File: src/rtl/dsf_consts.svh
// Purpose: Constants of the drive status flag block
// Assumes: Frequency in 0.1 Hz units, current and PID values in 0.1 % units
// Notes: Timing figures kept in their own unit; cycle counts derived in the code
`ifndef DSF_CONSTS_SVH
`define DSF_CONSTS_SVH

// Arrival window below and above target, 0.1 Hz units (0.5 Hz, 1.5 Hz)
`define DSF_ARRIVE_BELOW 16'h0005
`define DSF_ARRIVE_ABOVE 16'h000F

// Reset levels, 0.1 % units (100 %, 3 %)
`define DSF_OVL_DEFAULT 16'h03E8
`define DSF_DEV_DEFAULT 16'h001E

// System clock rate in Hz and milliseconds per second
`define DSF_MCLK_HZ 50000000
`define DSF_MS_PER_S 1000

// Output delays in milliseconds
`define DSF_FLAG_DELAY_MS 60
`define DSF_ALARM_DELAY_MS 300

`endif

File: src/rtl/dsf_pkg.sv
// Purpose: Types shared by the drive status flag block
// Assumes: Constants come from dsf_consts.svh
// Notes: Function codes follow the terminal assignment codes
`default_nettype none
package dsf_pkg;

  // Terminal function codes
  typedef enum logic [2:0] {
    DSF_FN_NONE = 3'h0,
    DSF_FN_AT_SPEED = 3'h1,
    DSF_FN_THRESHOLD = 3'h2,
    DSF_FN_OVERLOAD = 3'h3,
    DSF_FN_PID_ERROR = 3'h4,
    DSF_FN_ALARM = 3'h5
  } dsf_func_t;

  // Delay line states, one-hot
  typedef enum logic [1:0] {
    DSF_ST_STABLE = 2'h1,
    DSF_ST_TIMING = 2'h2
  } dsf_state_t;

  // Status flags; arrival, threshold and alarm after their delays
  typedef struct packed {
    logic at_speed_flag;
    logic threshold_speed_flag;
    logic overcurrent_warning;
    logic pid_error_flag;
    logic fault_alarm;
  } dsf_flags_t;

endpackage
`default_nettype wire

File: src/rtl/dsf_top.sv
// Purpose: Discrete status outputs of a motor drive: arrival, threshold,
//   overload, PID deviation and fault alarm, on two open-collector
//   terminals and one changeover relay
// Assumes: All inputs come from logic on i_mclk; no synchronisers needed
// Notes: Frequency in 0.1 Hz, current and PID values in 0.1 % units
//
// Summary of operation
// - Arrival flag compares output frequency against the target frequency.
// - Arrival flag on within 0.5 Hz below to 1.5 Hz above target.
// - Arrival flag changes reach the terminal 60 ms later.
// - Arrival terminals are active low, transistor conducting when asserted.
// - Threshold flag on at accel level rising, off at decel level falling.
// - Threshold flag also active low, changing 60 ms after crossing.
// - Equal or unequal accel and decel levels are both accepted.
// - Overload warning on above the overload level, off below it.
// - Overload detection works while motoring and while regenerating.
// - Overload level resets to 100 % of rated current.
// - PID error is the absolute difference of setpoint and feedback.
// - PID flag on above the deviation level, off below it.
// - Deviation level resets to 3 %.
// - Alarm asserted while tripped, released when the fault clears.
// - Alarm output follows the fault indication about 300 ms later.
// - Codes 03, 04, 05 select overload, PID flag, alarm on a terminal.
// - Relay rests in normal position powered and healthy, flips otherwise.
// - Relay polarity setting inverts the contact logic.
// - Arrival flag off when output disabled or ramping.
// - Threshold flag stays on at or above its levels during ramps.
`include "dsf_consts.svh"
`timescale 1ns/10ps
`default_nettype none
module dsf_top import dsf_pkg::*; #(
  parameter int CYC_PER_MS = `DSF_MCLK_HZ / `DSF_MS_PER_S,
  parameter int FLAG_DELAY_MS = `DSF_FLAG_DELAY_MS,
  parameter int ALARM_DELAY_MS = `DSF_ALARM_DELAY_MS,
  parameter int VW = 16
) (
  input wire logic i_mclk,
  input wire logic i_nrst,
  input wire logic [VW-1:0] i_out_freq,
  input wire logic [VW-1:0] i_target_freq,
  input wire logic [VW-1:0] i_accel_on_freq,
  input wire logic [VW-1:0] i_decel_off_freq,
  input wire logic i_output_enabled,
  input wire logic i_accelerating,
  input wire logic i_decelerating,
  input wire logic [VW-1:0] i_out_current,
  input wire logic [VW-1:0] i_ovl_level,
  input wire logic i_ovl_level_wr,
  input wire logic [VW-1:0] i_pid_setpoint,
  input wire logic [VW-1:0] i_pid_feedback,
  input wire logic [VW-1:0] i_dev_level,
  input wire logic i_dev_level_wr,
  input wire logic i_tripped,
  input wire logic i_power_ok,
  input wire logic i_relay_invert,
  input wire dsf_func_t i_oc_func [2],
  input wire dsf_func_t i_relay_func,
  output logic [1:0] o_oc_oe,
  output logic [1:0] o_oc_n,
  output logic o_relay_contact_a_closed,
  output logic o_relay_contact_b_closed,
  output var dsf_flags_t o_flags
);

  localparam int MW = $clog2(CYC_PER_MS);
  localparam logic [MW-1:0] MS_LAST = MW'(CYC_PER_MS - 1);

  // Terminal function decode, used by both terminals and the relay
  function automatic logic sel_flag(input dsf_func_t code, input dsf_flags_t f);
    logic r;
    r = 1'b0;
    case (code)
      DSF_FN_AT_SPEED: r = f.at_speed_flag;
      DSF_FN_THRESHOLD: r = f.threshold_speed_flag;
      DSF_FN_OVERLOAD: r = f.overcurrent_warning;
      DSF_FN_PID_ERROR: r = f.pid_error_flag;
      DSF_FN_ALARM: r = f.fault_alarm;
      default: r = 1'b0;
    endcase
    return r;
  endfunction

  logic [MW-1:0] ms_cnt_q;
  logic ms_tick;
  logic [VW-1:0] ovl_level_q, dev_level_q;
  logic at_speed_raw_q, thr_raw_q, thr_raw_d, ovl_q, pid_q, trip_q;
  logic at_speed_dly, thr_dly, alarm_dly;
  logic coil_q;

  assign ms_tick = ms_cnt_q == MS_LAST;
  always_ff @(posedge i_mclk) begin
    if (!i_nrst) begin
      ms_cnt_q <= '0;
    end else begin
      ms_cnt_q <= ms_tick ? '0 : ms_cnt_q + 1'b1;
    end
  end

  // Arrival window, widened by one bit so frequencies near full scale cannot wrap
  wire logic [VW:0] freq_ext = {1'b0, i_out_freq};
  wire logic [VW:0] tgt_ext = {1'b0, i_target_freq};
  wire logic in_lo = freq_ext + (VW+1)'(`DSF_ARRIVE_BELOW) >= tgt_ext;
  wire logic in_hi = freq_ext <= tgt_ext + (VW+1)'(`DSF_ARRIVE_ABOVE);
  wire logic ramping = i_accelerating || i_decelerating;
  wire logic at_speed_d = i_output_enabled && !ramping && in_lo && in_hi;

  // threshold flag, on at accel level, off at decel level
  wire logic acc_cross = i_accelerating && (i_out_freq >= i_accel_on_freq);
  wire logic dec_cross = i_decelerating && (i_out_freq < i_decel_off_freq);
  always_comb begin
    thr_raw_d = thr_raw_q;
    if (!i_output_enabled) begin
      thr_raw_d = 1'b0;
    end else if (acc_cross) begin
      thr_raw_d = 1'b1;
    end else if (dec_cross) begin
      thr_raw_d = 1'b0;
    end
  end

  wire logic [VW-1:0] pid_err = (i_pid_setpoint >= i_pid_feedback) ?
    i_pid_setpoint - i_pid_feedback : i_pid_feedback - i_pid_setpoint;

  // compare independent of motoring or regenerating; equal holds
  wire logic ovl_d = (i_out_current > ovl_level_q) ? 1'b1 :
    (i_out_current < ovl_level_q) ? 1'b0 : ovl_q;
  wire logic pid_d = (pid_err > dev_level_q) ? 1'b1 :
    (pid_err < dev_level_q) ? 1'b0 : pid_q;

  always_ff @(posedge i_mclk) begin
    if (!i_nrst) begin
      ovl_level_q <= `DSF_OVL_DEFAULT;
      dev_level_q <= `DSF_DEV_DEFAULT;
    end else begin
      if (i_ovl_level_wr) ovl_level_q <= i_ovl_level;
      if (i_dev_level_wr) dev_level_q <= i_dev_level;
    end
  end

  always_ff @(posedge i_mclk) begin
    if (!i_nrst) begin
      at_speed_raw_q <= 1'b0;
      thr_raw_q <= 1'b0;
      ovl_q <= 1'b0;
      pid_q <= 1'b0;
      trip_q <= 1'b0;
    end else begin
      at_speed_raw_q <= at_speed_d;
      thr_raw_q <= thr_raw_d;
      ovl_q <= ovl_d;
      pid_q <= pid_d;
      trip_q <= i_tripped;
    end
  end

  dsf_delay #(.DELAY_MS(FLAG_DELAY_MS)) u_dly_at_speed (
    .i_mclk(i_mclk),
    .i_nrst(i_nrst),
    .i_ms_tick(ms_tick),
    .i_in(at_speed_raw_q),
    .o_out(at_speed_dly)
  );
  dsf_delay #(.DELAY_MS(FLAG_DELAY_MS)) u_dly_threshold (
    .i_mclk(i_mclk),
    .i_nrst(i_nrst),
    .i_ms_tick(ms_tick),
    .i_in(thr_raw_q),
    .o_out(thr_dly)
  );
  dsf_delay #(.DELAY_MS(ALARM_DELAY_MS)) u_dly_alarm (
    .i_mclk(i_mclk),
    .i_nrst(i_nrst),
    .i_ms_tick(ms_tick),
    .i_in(trip_q),
    .o_out(alarm_dly)
  );

  // Flag bundle, all bits from flip-flops
  wire dsf_flags_t flags = '{
    at_speed_flag: at_speed_dly,
    threshold_speed_flag: thr_dly,
    overcurrent_warning: ovl_q,
    pid_error_flag: pid_q,
    fault_alarm: alarm_dly
  };
  assign o_flags = flags;

  generate
    for (genvar t = 0; t < 2; t++) begin : g_oc
      always_ff @(posedge i_mclk) begin
        if (!i_nrst) begin
          o_oc_oe[t] <= 1'b0;
          o_oc_n[t] <= 1'b1;
        end else begin
          o_oc_oe[t] <= sel_flag(i_oc_func[t], flags);
          o_oc_n[t] <= !sel_flag(i_oc_func[t], flags);
        end
      end
    end
  endgenerate

  // relay coil, energised in normal state with polarity not inverted, dropped when unpowered
  wire logic relay_sel = sel_flag(i_relay_func, flags);
  wire logic coil_d = i_power_ok && (i_relay_invert ? relay_sel : !relay_sel);
  always_ff @(posedge i_mclk) begin
    if (!i_nrst) begin
      coil_q <= 1'b0;
    end else begin
      coil_q <= coil_d;
    end
  end
  // Contact a closes with the coil, contact b rests closed
  assign o_relay_contact_a_closed = coil_q;
  assign o_relay_contact_b_closed = !coil_q;
endmodule // dsf_top
`default_nettype wire

File: src/rtl/dsf_delay.sv
// Purpose: Delays each change of a flag by a whole number of milliseconds
// Assumes: i_ms_tick is a one-cycle pulse once per millisecond
// Notes: A change withdrawn before the delay ends never reaches the output
`timescale 1ns/10ps
`default_nettype none
module dsf_delay import dsf_pkg::*; #(
  parameter int DELAY_MS = 60
) (
  input wire logic i_mclk,
  input wire logic i_nrst,
  input wire logic i_ms_tick,
  input wire logic i_in,
  output logic o_out
);

  localparam int CW = $clog2(DELAY_MS + 1);
  localparam logic [CW-1:0] LAST = CW'(DELAY_MS);

  dsf_state_t state_q, state_d;
  logic [CW-1:0] cnt_q, cnt_d;
  logic out_d;
  wire logic differs = i_in != o_out;
  wire logic expired = i_ms_tick && (cnt_q == LAST);

  // Restart on a new change, fire after DELAY_MS full ticks
  always_comb begin
    state_d = state_q;
    cnt_d = cnt_q;
    out_d = o_out;
    case (state_q)
      DSF_ST_STABLE: begin
        if (differs) begin
          state_d = DSF_ST_TIMING;
          cnt_d = '0;
        end
      end
      DSF_ST_TIMING: begin
        if (!differs) begin
          state_d = DSF_ST_STABLE;
        end else if (expired) begin
          out_d = i_in;
          state_d = DSF_ST_STABLE;
        end else if (i_ms_tick) begin
          cnt_d = cnt_q + 1'b1;
        end
      end
      default: state_d = DSF_ST_STABLE;
    endcase
  end

  // State registers
  always_ff @(posedge i_mclk) begin
    if (!i_nrst) begin
      state_q <= DSF_ST_STABLE;
      cnt_q <= '0;
      o_out <= 1'b0;
    end else begin
      state_q <= state_d;
      cnt_q <= cnt_d;
      o_out <= out_d;
    end
  end
endmodule // dsf_delay
`default_nettype wire

File: config.mk
export PLATFORM = sky130hd
export DESIGN_NAME = dsf_top
export DESIGN_NICKNAME = d
export VERILOG_FILES = /design/src/rtl/dsf_pkg.sv /design/src/rtl/dsf_top.sv /design/src/rtl/dsf_delay.sv
export VERILOG_INCLUDE_DIRS = /design/src /design/src/rtl
export SDC_FILE = /design/constraint.sdc
export NUM_CORES = 1
export LEC_CHECK = 0
export BUFFER_PORTS_ARGS = -buffer_cell sky130_fd_sc_hd__buf_2
export CAP_MARGIN = 20
export CORE_MARGIN = 4
export CORE_UTILIZATION = 29
export CTS_CLUSTER_DIAMETER = 50
export DETAILED_ROUTE_END_ITERATION = 7
export PLACE_DENSITY_LB_ADDON = 0.1
export RECOVER_POWER = 50
export SYNTH_ARGS = -nofsm -noshare
export SYNTH_HDL_FRONTEND = slang
export SYNTH_SLANG_ARGS = --single-unit
File: constraint.sdc
create_clock -name i_mclk -period 8.4 [get_ports i_mclk]
set_input_delay 0.84 -clock i_mclk [delete_from_list [all_inputs] [get_ports i_mclk]]
set_output_delay 0.84 -clock i_mclk [all_outputs]
set_load 0.05 [all_outputs]
==> results.json <==
{
  "nFillCells": 3069,
  "timing.setup.tns_ns": 0,
  "die_y_um": 178,
  "viasPerCell": 4.69,
  "drive_above_1_share_pct": 16.5,
  "nNetsFinal": 1498,
  "synthDistinctLibCells": 69,
  "worstHoldStart": "ms_cnt_q[0]$_SDFF_PP0_",
  "drtIter0Drc": 233,
  "grt-ovfl-total": 0,
  "period_share_pct": 50.6,
  "syn_inst": 1046,
  "postSynthAreaPerCell_um2": 8.00,
  "cts_buffer_depth": 2,
  "synth_edf_count": 0,
  "fp.dieArea_um2": 31600,
  "cts_setup_buffers": 0,
  "grt_first_pass_wirelength_mm": 36.8,
  "r2r_start": "ms_cnt_q[8]$_SDFF_PP0_",
  "grt_pass1_vias": 7331,
  "clock_sinks": 88,
  "ys_ff_latch": 88,
  "p_leak_nw": 4.73,
  "yosysSeqAreaShare_pct": 21.1,
  "rsz0062_at_grt": "no",
  "initial_core_util_pct": 29.8,
  "hpwl_mm": 19.0,
  "io_pins": 174,
  "hold_class": "register to register",
  "numCtsBuffers": 9,
  "cts_tree": "yes",
  "fmax_mhz": 235,
  "relSlewSlack_pct": -59.0,
  "critical_path.startpoint_type": "primary input",
  "cts_root_buffer": "clkbuf_16",
  "num_vias": 7412,
  "drc": 0,
  "synth.net_count": 1346,
  "gp_congestion": 0.821,
  "htree_levels": 3,
  "synthArstFlopShare_pct": 0,
  "first_pass_iters": 4,
  "die_w_um": 178,
  "layout_common_cells": "buf_2 (165), inv_1 (135), ha_1 (135)",
  "wl_mm": 22.5,
  "crit_start": "i_pid_setpoint[0]",
  "ys.warnings.count": 0,
  "hold_viol": 0,
  "worstPathRequired_ns": 8.62,
  "violations": "max-capacitance violations, max-slew violations",
  "track_usage_pct": 14.3,
  "critical_path_class": "primary input to register",
  "clk_pin_slew_ns": 0.07,
  "worst_ep_arrival_time_ns": 4.47,
  "ant_nets": 0,
  "core_um2": 28100,
  "grt_max_degree": 59,
  "maxCapViolations": 1,
  "setup_viol": 0,
  "netlist_area_um2": 8360,
  "syn2layout_area_growth_pct": 17.9,
  "antenna_found_initial": 4,
  "rows": 61,
  "portBuffers": 173,
  "wl_per_cell_um": 14.3,
  "final_common_cell": "buf_2",
  "worst_pin_slew_ns": 2.38,
  "holdWs_ns": 0.470,
  "peakVddDrop_mv": 0.105,
  "power.density_nw_per_um2": 132,
  "crit_fanout": 8,
  "cp-end-kind": "register",
  "num_antenna_cells": 0,
  "status": "finished, violations left",
  "ctsResizeCount": 0,
  "slew_violations": 59,
  "period_minus_slack_ns": 4.25,
  "fin_worst_skew_ns": 0.0106,
  "ys.flop_type": "dfxtp_1",
  "postCtsHoldBufs": 0,
  "clk_latency_ns": 0.34
}
## flip-flops by register name (all words and copies together), names as in the netlist, 2 cells and up
register                 flops
dev_level_q                 16
ms_cnt_q                    16
o_oc_n                       2
o_oc_oe                      2
ovl_level_q                 16
u_dly_alarm.cnt_q            9
u_dly_alarm.state_q          2
u_dly_at_speed.cnt_q         6
u_dly_at_speed.state_q       2
u_dly_threshold.cnt_q        6
u_dly_threshold.state_q      2
## metrics by stage
stage                     power (mW)  util [%]  setup slack [ns]  cell area (um2)  instances
final                           1.30      35.1              4.15             9860       1581
after CTS                       1.33      35.2              4.19             9880       1581
after global routing            1.40      35.1              3.96             9860       1581
after floorplan                0.737         -              4.33             8360       1046
after detailed placement       0.872      34.0              3.80             9550       1565
after global placement         0.872      34.0              3.90             9550       1565
## metal layers
| metal | global-route usage [%] | up-vias | part of all wire (%) |
|---|---|---|---|
| li1 | - | 3958 | - |
| met1 | 19.5 | 3301 | 49 |
| met2 | 23.3 | 118 | 45 |
| met3 | 2.62 | 27 | 4.2 |
| met4 | 3.16 | 8 | 1.4 |
| met5 | 0 | - | 0.16 |
## kinds of logic (layout without fill, tap and decap cells)
group / count (synthesis) / in the layout / synth area share (%)
fa+ha+maj: 137 / 137 / 20.7
buf+inv: 168 / 325 / 7.99
mux: 41 / 41 / 4.95
xor+xnor: 76 / 76 / 7.96
flops: 88 / 88 / 21.1
compound gates: 211 / 211 / 16.8
simple gates: 325 / 325 / 20.5
## worst max-delay path, cell delays in order
cell and delay (ns):
buf_2 0.11, inv_1 0.05, ha_1 0.18, inv_1 0.06, fa_1 0.40, a21o_1 0.21, a21oi_1 0.30, a311oi_4 0.20
or2_1 0.41, nor4_1 0.38, nor3b_2 0.08, ha_1 0.27, and2_0 0.15, nand4_1 0.14, o41ai_1 0.44, or2_2 0.18
o22ai_1 0.05
## path summary, 6_finish.rpt
check,endpoint,slack [ns],depth (start not counted)
hold / removal,ms_cnt_q[0]$_SDFF_PP0_,0.47,1
setup / recovery,pid_q$_SDFFE_PN0P_,4.15,17
setup reg to reg,u_dly_alarm.cnt_q[8]$_SDFFE_PN0P_,6.09,6
hold reg to reg,ms_cnt_q[0]$_SDFF_PP0_,0.47,1
## Yosys cell counts (3+ instances only)
cell / instances / area, um2
mux2i_1: 38 / 380
ha_1: 135 / 1690
or3_1: 3 / 18.8
nand2b_1: 8 / 50.1
a221oi_1: 4 / 35.0
nor3_1: 21 / 105
nor3b_1: 6 / 45.0
or2_2: 6 / 37.5
and2_1: 7 / 43.8
a211oi_1: 10 / 75.1
nor2b_1: 39 / 244
o21bai_1: 3 / 22.5
o2111ai_1: 4 / 35.0
xor2_1: 28 / 245
a21boi_0: 6 / 45.0
o22ai_1: 3 / 18.8
and3_1: 22 / 138
inv_1: 135 / 507
nand3_1: 38 / 190
and4_1: 7 / 61.3
nor4_1: 3 / 18.8
nand4_1: 26 / 163
a21o_1: 26 / 195
clkbuf_1: 17 / 63.8
xnor2_1: 48 / 420
buf_2: 9 / 45.0
o211ai_1: 15 / 113
a211o_1: 3 / 26.3
a21oi_1: 48 / 240
o41ai_1: 3 / 26.3
o21a_1: 10 / 75.1
buf_4: 5 / 37.5
o21ai_0: 45 / 225
nand2_1: 56 / 210
nor2_1: 68 / 255
dfxtp_1: 88 / 1760
mux2_2: 3 / 33.8
a31oi_1: 7 / 43.8
## power by group
group	internal [mW]	total (mW)	switching, mW
Clock	0.271	0.446	0.175
Combinational	0.182	0.416	0.234
Sequential	0.432	0.443	0.0105
## area by class of cell
class	count	area, um2	share of cell area, %
inverter	135	507	5.14
clock buffer	10	239	2.42
timing repair buffer	174	860	8.71
clock inverter	6	90.1	0.913
tap	378	473	4.80
multi-input combinational	790	5930	60.2
sequential	88	1760	17.9
Note: power is estimated with default switching activity, not from simulation.
